[config.mk]
export PLATFORM = sky130hd
export DESIGN_NAME = lps_device_flat
export DESIGN_NICKNAME = d
export VERILOG_FILES = /design/src/rtl/lps_pkg.sv /design/src/rtl/lps_link_if.sv /design/src/rtl/lps_delay_timer.sv /design/src/rtl/lps_device.sv /design/src/flat_wrapper.sv
export SDC_FILE = /design/constraint.sdc
export NUM_CORES = 1
export LEC_CHECK = 0
export BUFFER_PORTS_ARGS = -buffer_cell sky130_fd_sc_hd__buf_2
export CORE_MARGIN = 2
export CORE_UTILIZATION = 50
export DETAILED_ROUTE_END_ITERATION = 8
export PLACE_DENSITY_LB_ADDON = 0.08
export RECOVER_POWER = 25
export SLEW_MARGIN = 20
export SYNTH_ARGS = -nofsm -noshare
export SYNTH_HDL_FRONTEND = slang
export SYNTH_SLANG_ARGS = --single-unit
[constraint.sdc]
create_clock -name ref_clk -period 2.3 [get_ports ref_clk]
set_input_delay 0.115 -clock ref_clk [delete_from_list [all_inputs] [get_ports ref_clk]]
set_output_delay 0.115 -clock ref_clk [all_outputs]
set_load 0.02 [all_outputs]
[src/rtl/lps_pkg.sv]
package lps_pkg;

   // Clock period of ref_clk in nanoseconds.
   localparam int CLK_PERIOD_NS = 100;

   // Timing figures in nanoseconds; CKE_MIN_CYC, SR_RES_CYC, XS_CYC, XP_CYC, XPDLL_CYC and REF_INT_CYC derive from them.
   localparam int CKE_MIN_PULSE_NS = 5000;
   localparam int MIN_SR_RESIDENCY_NS = 5000;
   localparam int EXIT_NON_DLL_NS = 1700;
   localparam int PD_EXIT_NS = 2400;
   localparam int PD_EXIT_DLL_NS = 2400;
   localparam int INT_REFRESH_NS = 1700;

   // Least times round up to whole cycles, never below one.
   function automatic int ns_to_cyc(input int ns);
      int c;
      c = (ns + CLK_PERIOD_NS - 1) / CLK_PERIOD_NS;
      return (c < 1) ? 1 : c;
   endfunction

   localparam int CKE_MIN_CYC = ns_to_cyc(CKE_MIN_PULSE_NS);
   localparam int SR_RES_CYC = ns_to_cyc(MIN_SR_RESIDENCY_NS);
   localparam int XS_CYC = ns_to_cyc(EXIT_NON_DLL_NS);
   localparam int XSDLL_CYC = 512;
   localparam int XP_CYC = ns_to_cyc(PD_EXIT_NS);
   localparam int XPDLL_CYC = ns_to_cyc(PD_EXIT_DLL_NS);
   localparam int REF_INT_CYC = ns_to_cyc(INT_REFRESH_NS);
   localparam int CPDED_CYC = 1;
   localparam int VREF_FLOAT_CYC = 512;
   localparam int ODT_LEAD_CYC = 8;
   localparam int AREFI_CYC = 78;
   localparam int PD_MAX_REFI = 9;
   localparam int CNT_W = 16;

   // Command encodings on {cs_n, ras_n, cas_n, we_n}.
   localparam logic [3:0] CMD_NOP = 4'h7;
   localparam logic [3:0] CMD_REF = 4'h1;
   localparam logic [3:0] CMD_RD = 4'h5;
   localparam logic [3:0] CMD_WR = 4'h4;
   localparam logic [3:0] CMD_ACT = 4'h3;
   localparam logic [3:0] CMD_PRE = 4'h2;

   // Device power states, Gray coded from idle into self-refresh and on to its exit state, between idle and precharge power-down, and from reset to idle.
   typedef enum logic [2:0] {
      LPS_IDLE = 3'h0,
      LPS_SELF_REFRESH = 3'h1,
      LPS_SR_EXIT = 3'h3,
      LPS_PD_PRECHARGE = 3'h2,
      LPS_PD_ACTIVE = 3'h6,
      LPS_RESET = 3'h4
   } lps_state_t;

   // Decodes a no-operation or a deselect.
   function automatic logic is_nop_or_des(input logic [3:0] cmd);
      return cmd[3] || (cmd == CMD_NOP);
   endfunction

endpackage

[src/rtl/lps_link_if.sv]
`timescale 1ns/1ps
`default_nettype none

// Pins between the memory controller and the low-power logic.
interface lps_link_if;
   logic cke;
   logic cs_n;
   logic ras_n;
   logic cas_n;
   logic we_n;
   logic odt;
   logic reset_n;

   // The controller drives every pin.
   modport ctrl
   (
      output cke, cs_n, ras_n, cas_n, we_n, odt, reset_n
   );

   // The device only samples.
   modport dev
   (
      input cke, cs_n, ras_n, cas_n, we_n, odt, reset_n
   );
endinterface

`default_nettype wire

[src/rtl/lps_delay_timer.sv]
`timescale 1ns/1ps
`default_nettype none

// Down counter: load starts a wait, done is high once it has run out.
module lps_delay_timer
#(
   parameter int W = 16
)
(
   input wire logic ref_clk,
   input wire logic rst_n,
   input wire logic load,
   input wire logic [W-1:0] value,
   output logic done
);
   logic [W-1:0] count;

   // Count is held at zero when idle, so done reads high after reset.
   always_ff @(posedge ref_clk)
   begin
      if (!rst_n)
      begin
         count <= '0;
      end
      else if (load)
      begin
         count <= value;
      end
      else if (count != '0)
      begin
         count <= count - 1'b1;
      end
   end

   assign done = (count == '0) && !load;
endmodule

`default_nettype wire

[src/rtl/lps_device.sv]
`timescale 1ns/1ps
`default_nettype none

// What this block does
// - Decode self-refresh entry from command and CKE
// - Entry only from idle, all banks closed
// - Termination off before self-refresh entry
// - CKE held low throughout self-refresh
// - DLL off in self-refresh, reset on exit
// - Ignore inputs but CKE, reset; clock gated
// - No write for 512 cycles after self-refresh exit with floated reference
// - Internal timer refreshes within CKE pulse period
// - Stay in self-refresh the minimum residency
// - Clock stable before raising CKE to exit
// - Only NOP until non-DLL exit delay
// - Locked-DLL commands wait the DLL exit delay
// - CKE high, termination off during exit delay
// - Extra refresh before re-entering self-refresh
// - Power-down entry: CKE low with NOP
// - Precharge or active power-down by bank state
// - Buffers off on entry, receivers off after blank period
// - DLL off in power-down only for slow-exit precharge
// - Slow exit waits DLL latency for reads
// - Unlocked DLL needs reset after power-down exit; none is issued, the controller only waits XSDLL cycles
// - Power-down limits; reset pin forces reset
// - Power-down exit: CKE high with NOP
module lps_device
import lps_pkg::*;
(
   input wire logic ref_clk,
   input wire logic rst_n,
   lps_link_if.dev link,
   input wire logic any_bank_open,
   input wire logic dll_disable_bit,
   input wire logic slow_fast_exit_select_bit,
   output logic [2:0] power_state,
   output logic dll_enabled,
   output logic dll_reset_pulse,
   output logic internal_clk_on,
   output logic input_buffers_on,
   output logic cmd_receivers_on,
   output logic internal_refresh_pulse
);
   import lps_pkg::*;

   lps_state_t state;
   lps_state_t next_state;
   logic [3:0] cmd;
   logic cke_prev;
   logic [CNT_W-1:0] ref_cnt;
   logic blank_load; // Starts the blanking wait on power-down entry.
   logic blank_done; // High once the blanking wait has run out.
   logic sre_hit;
   logic pde_hit;
   logic exit_hit;
   logic slow_pd;

   // Command word sampled on every rising edge.
   assign cmd = {link.cs_n, link.ras_n, link.cas_n, link.we_n};

   // Self-refresh entry: REF encoding with CKE falling.
   assign sre_hit = cke_prev && !link.cke && (cmd == CMD_REF);
   // Power-down entry: CKE falling with NOP or deselect.
   assign pde_hit = cke_prev && !link.cke && is_nop_or_des(cmd);
   // Power-down exit: CKE high with NOP or deselect.
   assign exit_hit = link.cke && is_nop_or_des(cmd);
   // Slow exit when bit clear; bank state is checked where slow_pd is used.
   assign slow_pd = !slow_fast_exit_select_bit;
   // The blanking wait starts on the edge that leaves idle for power-down.
   assign blank_load = (state == LPS_IDLE)
      && (next_state == LPS_PD_ACTIVE || next_state == LPS_PD_PRECHARGE);

   // Times the command blanking period after CKE falls.
   lps_delay_timer #(.W(CNT_W)) lps_delay_timer_inst
   (
      .ref_clk(ref_clk),
      .rst_n(rst_n),
      .load(blank_load),
      .value(CNT_W'(CPDED_CYC)),
      .done(blank_done)
   );

   // Next power state; only CKE and reset matter inside self-refresh.
   always_comb
   begin
      next_state = state;
      case (state)
         LPS_IDLE:
         begin
            if (sre_hit)
            begin
               next_state = LPS_SELF_REFRESH;
            end
            else if (pde_hit)
            begin
               // Bank state picks the flavour of power-down.
               next_state = any_bank_open ? LPS_PD_ACTIVE : LPS_PD_PRECHARGE;
            end
         end
         LPS_SELF_REFRESH:
         begin
            // Command pins are ignored here, a CKE rise alone exits.
            if (link.cke)
            begin
               next_state = LPS_SR_EXIT;
            end
         end
         LPS_SR_EXIT:
         begin
            // Exit delay is enforced by the controller; one cycle here.
            next_state = LPS_IDLE;
         end
         LPS_PD_PRECHARGE, LPS_PD_ACTIVE:
         begin
            if (exit_hit)
            begin
               next_state = LPS_IDLE;
            end
         end
         LPS_RESET:
         begin
            next_state = LPS_IDLE;
         end
         default:
         begin
            next_state = LPS_IDLE;
         end
      endcase
      // A low reset pin overrides every state.
      if (!link.reset_n)
      begin
         next_state = LPS_RESET;
      end
   end

   // State and CKE history.
   always_ff @(posedge ref_clk)
   begin
      if (!rst_n)
      begin
         state <= LPS_RESET;
         cke_prev <= 1'b0;
      end
      else
      begin
         state <= next_state;
         cke_prev <= link.cke;
      end
   end

   // Internal refresh timer fires on entry, then every interval.
   always_ff @(posedge ref_clk)
   begin
      if (!rst_n)
      begin
         ref_cnt <= '0;
         internal_refresh_pulse <= 1'b0;
      end
      else if (state == LPS_SELF_REFRESH)
      begin
         // First refresh lands well inside the minimum CKE pulse.
         internal_refresh_pulse <= (ref_cnt == '0);
         ref_cnt <= (ref_cnt == CNT_W'(REF_INT_CYC - 1)) ? '0 : ref_cnt + 1'b1;
      end
      else
      begin
         ref_cnt <= '0;
         internal_refresh_pulse <= 1'b0;
      end
   end

   // Receivers stay on through the blanking period after CKE falls.
   always_ff @(posedge ref_clk)
   begin
      if (!rst_n)
      begin
         cmd_receivers_on <= 1'b1;
      end
      else if (next_state == LPS_PD_ACTIVE || next_state == LPS_PD_PRECHARGE)
      begin
         // Once off, the receivers stay off until power-down ends.
         cmd_receivers_on <= cmd_receivers_on && !blank_done;
      end
      else
      begin
         cmd_receivers_on <= (next_state != LPS_SELF_REFRESH);
      end
   end

   // Registered status outputs.
   always_ff @(posedge ref_clk)
   begin
      if (!rst_n)
      begin
         power_state <= LPS_RESET;
         dll_enabled <= 1'b0;
         dll_reset_pulse <= 1'b0;
         internal_clk_on <= 1'b0;
         input_buffers_on <= 1'b0;
      end
      else
      begin
         power_state <= next_state;
         // Clock gated inside self-refresh only.
         internal_clk_on <= (next_state != LPS_SELF_REFRESH);
         input_buffers_on <= (next_state == LPS_IDLE) || (next_state == LPS_SR_EXIT);
         // DLL off in self-refresh and slow-exit precharge power-down.
         dll_enabled <= !dll_disable_bit && (next_state != LPS_SELF_REFRESH)
            && (next_state != LPS_RESET)
            && !(next_state == LPS_PD_PRECHARGE && slow_pd);
         // Leaving self-refresh with the DLL in use forces a DLL reset.
         dll_reset_pulse <= (next_state == LPS_SR_EXIT) && !dll_disable_bit;
      end
   end
endmodule

`default_nettype wire

[src/flat_wrapper.sv]
// flat-port wrapper written by rule: the top's interface ports become plain ports
module lps_device_flat import lps_pkg::*;
  (ref_clk, rst_n, any_bank_open, dll_disable_bit, slow_fast_exit_select_bit, power_state, dll_enabled, dll_reset_pulse, internal_clk_on, input_buffers_on, cmd_receivers_on, internal_refresh_pulse, link_cke, link_cs_n, link_ras_n, link_cas_n, link_we_n, link_odt, link_reset_n);
  lps_link_if link_i ();
  input wire logic ref_clk;
  input wire logic rst_n;
  input wire logic any_bank_open;
  input wire logic dll_disable_bit;
  input wire logic slow_fast_exit_select_bit;
  output logic [2:0] power_state;
  output logic dll_enabled;
  output logic dll_reset_pulse;
  output logic internal_clk_on;
  output logic input_buffers_on;
  output logic cmd_receivers_on;
  output logic internal_refresh_pulse;
  input wire logic [$bits(link_i.cke)-1:0] link_cke;
  input wire logic [$bits(link_i.cs_n)-1:0] link_cs_n;
  input wire logic [$bits(link_i.ras_n)-1:0] link_ras_n;
  input wire logic [$bits(link_i.cas_n)-1:0] link_cas_n;
  input wire logic [$bits(link_i.we_n)-1:0] link_we_n;
  input wire logic [$bits(link_i.odt)-1:0] link_odt;
  input wire logic [$bits(link_i.reset_n)-1:0] link_reset_n;
  assign link_i.cke = link_cke;
  assign link_i.cs_n = link_cs_n;
  assign link_i.ras_n = link_ras_n;
  assign link_i.cas_n = link_cas_n;
  assign link_i.we_n = link_we_n;
  assign link_i.odt = link_odt;
  assign link_i.reset_n = link_reset_n;
  lps_device u_core (.ref_clk(ref_clk), .rst_n(rst_n), .link(link_i), .any_bank_open(any_bank_open), .dll_disable_bit(dll_disable_bit), .slow_fast_exit_select_bit(slow_fast_exit_select_bit), .power_state(power_state), .dll_enabled(dll_enabled), .dll_reset_pulse(dll_reset_pulse), .internal_clk_on(internal_clk_on), .input_buffers_on(input_buffers_on), .cmd_receivers_on(cmd_receivers_on), .internal_refresh_pulse(internal_refresh_pulse));
endmodule
==> impl_metrics.tcl <==
set metrics [dict create \
    outcome "completed" \
    power_frac_clock 0.178 \
    first_global_vias 1375 \
    ir_worst_vdd_uv 898 \
    netlist_instances 219 \
    grt_pass1_wl_mm 6.04 \
    grtUsageMet1 0.231 \
    numCtsBuffers 5 \
    worst_pin_slew_ps 552 \
    routed_wl_mm 3.59 \
    post-route-min-period_ps 1980 \
    ys_seq_elements 42 \
    drtAntennaViolNets 0 \
    p_per_area_nw_per_um2 1200 \
    min_path_type "input pin to flop" \
    clkLatencyLatePin_ps 290 \
    clock_sink_count 42 \
    fin_worst_skew_ps 9.43 \
    vias 1563 \
    critPathMaxFanout 5 \
    cts_hold_buf 0 \
    ys.warnings.count 0 \
    hold_viol_final 0 \
    syn_avg_cell_area_um2 9.15 \
    fin_area_um2 2240 \
    first_pass_iters 4 \
    path_class "flop to flop" \
    final_util 0.573 \
    vias_per_cell 5.30 \
    synthArstFlopShare 0 \
    area_growth_pct 11.9 \
    setup_viol 0 \
    ys_types 52 \
    cts_tree "done" \
    combPwrFrac 0.439 \
    grt_busiest_layer "met2" \
    grt_usage 0.180 \
    internal_power_mw 1.63 \
    cts_root_buf "clkbuf_8" \
    port_buffers 19 \
    fillers 376 \
    die_w_um 67.3 \
    power_switching_share 0.392 \
    htreeDepth 2 \
    die_area_um2 4530 \
    wl_per_cell_um 12.2 \
    rows 23 \
    setup_tns_ps 0 \
    crit_required_ps 2490 \
    synthesis.nets 234 \
    start_kind "flop" \
    n_antenna_cell 0 \
    post_cts_resized 0 \
    postCtsSetupRepairBufs 0 \
    path_clk_slew_ps 80 \
    max_freq_mhz 505 \
    clk_path_buf_depth 2 \
    core_um2 3910 \
    initial_utilization 0.512 \
    grt_max_degree 17 \
    met3_usage 0.0417 \
    drv_slew 0 \
    fin_crit_sh 0.860 \
    hold-worst-slack_ps 71.0 \
    nNetsFinal 259 \
    drive_above_1_share 0.135 \
    boundaryPins 21 \
    leakage_nw 0.796 \
    ys_seq_area_frac 0.420 \
    power_mw 2.68 \
    switchingPower_mw 1.05 \
    dpl_cell_area_um2 2160 \
    dp_hpwl_mm 2.61 \
    drtIter0Drc 85 \
    drcViolationCount 0 \
    critPathArrivalTime_ps 2170 \
    rsz0062_at_grt "no" \
    endpoint_kind "flop" \
    netlist_area_um2 2000 \
    sequentialPowerShare 0.383 \
    use_met2 0.283 \
    cap_violations 0 \
    antenna_found_initial 0 \
    overflow 0 \
    synth-edff-count 0 \
    relSlewSlack 0.629 \
    dieHeight_um 67.3 \
    yosys_most_used_dff "dfxtp_1" \
    globalplace.congestion 0.767 \
]
## through the flow
| stage | setup WS [ps] | std cells |
|---|---|---|
| global route | 114 | 295 |
| finish | 321 | 295 |
| global placement | 363 | 287 |
| CTS | 332 | 295 |
| floorplan | 520 | 219 |
| detailed placement | 346 | 287 |
## sequential cells by signal, summed over array words and instances (netlist names)
| signal | count |
|---|---|
| u_core.dll_reset_pulse | 1 |
| u_core.ref_cnt | 16 |
| u_core.power_state | 3 |
| u_core.cmd_receivers_on | 1 |
| u_core.internal_clk_on | 1 |
| u_core.input_buffers_on | 1 |
| u_core.internal_refresh_pulse | 1 |
| u_core.dll_enabled | 1 |
| u_core.lps_delay_timer_inst.count | 16 |
| u_core.cke_prev | 1 |
## worst max-delay path: stages, from the launching register on
cell and delay, ps:
dfxtp_1 310, inv_1 80, ha_1 280, or3b_1 410, nor3_2 320, nand3_4 150
xnor2_1 170, o21a_1 160
## routing by layer
| metal | vias up | share of wire | wire, um |
|---|---|---|---|
| met4 | 0 | 0.016 | 57 |
| met3 | 5 | 0.040 | 144 |
| met5 | - | 0 | 0 |
| met1 | 713 | 0.50 | 1790 |
| li1 | 818 | - | - |
| met2 | 27 | 0.44 | 1590 |
## layout by cell type, fill, tap and decap left out, types with 2 or more instances in the layout
master	instances
nand2_1	16
nand3_1	9
buf_4	2
xor2_1	13
nand4_1	5
xnor2_1	11
nor3_1	8
o21a_1	2
and3_1	3
o311a_1	2
dfxtp_1	42
nor4_1	3
inv_1	8
ha_1	3
nor2_1	38
a31oi_1	2
clkbuf_8	6
a21oi_1	4
nor3_2	3
o21ai_0	4
nand2b_1	3
nand3b_1	2
nor4b_1	2
nor3b_1	2
and2_1	3
clkbuf_1	11
buf_2	9
## cell type report
cell class / count / area (um^2) / area share
Sequential cell: 42 / 841 / 0.375
Clock inverter: 1 / 5.00 / 0.00223
Inverter: 8 / 30.0 / 0.0134
Clock buffer: 7 / 86.3 / 0.0385
Tap cell: 50 / 62.6 / 0.0279
Multi-Input combinational cell: 166 / 1120 / 0.499
Timing Repair Buffer: 21 / 97.6 / 0.0436
## worst paths after layout
check	startpoint	to	slack, ps	cells after the start
setup / recovery	u_core.lps_delay_timer_inst.count[0]$_SDFFE_PN0P_	u_core.lps_delay_timer_inst.count[0]$_SDFFE_PN0P_	320	7
hold / removal	slow_fast_exit_select_bit	u_core.dll_enabled$_SDFF_PN0_	70	2
setup reg to reg	u_core.lps_delay_timer_inst.count[0]$_SDFFE_PN0P_	u_core.lps_delay_timer_inst.count[0]$_SDFFE_PN0P_	320	7
hold reg to reg	u_core.ref_cnt[0]$_SDFF_PP0_	u_core.ref_cnt[0]$_SDFF_PP0_	470	1
## logic make-up after synthesis
kind of cell               count (synthesis)  synth area share
xor gates and xnor gates                  24             0.105
buffers and inverters                     11            0.0219
DFF                                       42             0.420
AOI/OAI and AO/OA                         27             0.114
adders and majority gates                  3            0.0187
and+or+nand+nor                          112             0.320
## cells in the mapped netlist, types with 2 or more instances
cell / instances / area (um^2)
xor2_1: 13 / 114
dfxtp_1: 42 / 841
xnor2_1: 11 / 96.3
nand4_1: 5 / 31.3
o21ai_0: 4 / 20.0
nor3_1: 8 / 40.0
nor3b_1: 2 / 15.0
nor3_2: 3 / 30.0
nand2_1: 16 / 60.1
nand2b_1: 3 / 18.8
o21a_1: 2 / 15.0
nor2_1: 38 / 143
a21oi_1: 4 / 20.0
o311a_1: 2 / 20.0
nor4b_1: 2 / 17.5
nor4_1: 3 / 18.8
and2_1: 4 / 25.0
nand3b_1: 2 / 15.0
and3_1: 3 / 18.8
nand3_1: 9 / 45.0
a31oi_1: 2 / 12.5
inv_1: 8 / 30.0
buf_2: 2 / 10.0
ha_1: 3 / 37.5
## power groups by stage
stage / combinational, mW / sequential, mW / clock, mW
after global routing: 1.32 / 1.04 / 0.527
after detailed placement: 1.18 / 1.04 / 0
after floorplan: 1.01 / 1.01 / 0
final: 1.18 / 1.03 / 0.479
after CTS: 1.18 / 1.02 / 0.496
after global placement: 1.17 / 1.04 / 0
No activity file was read; power rests on OpenSTA's default activity.
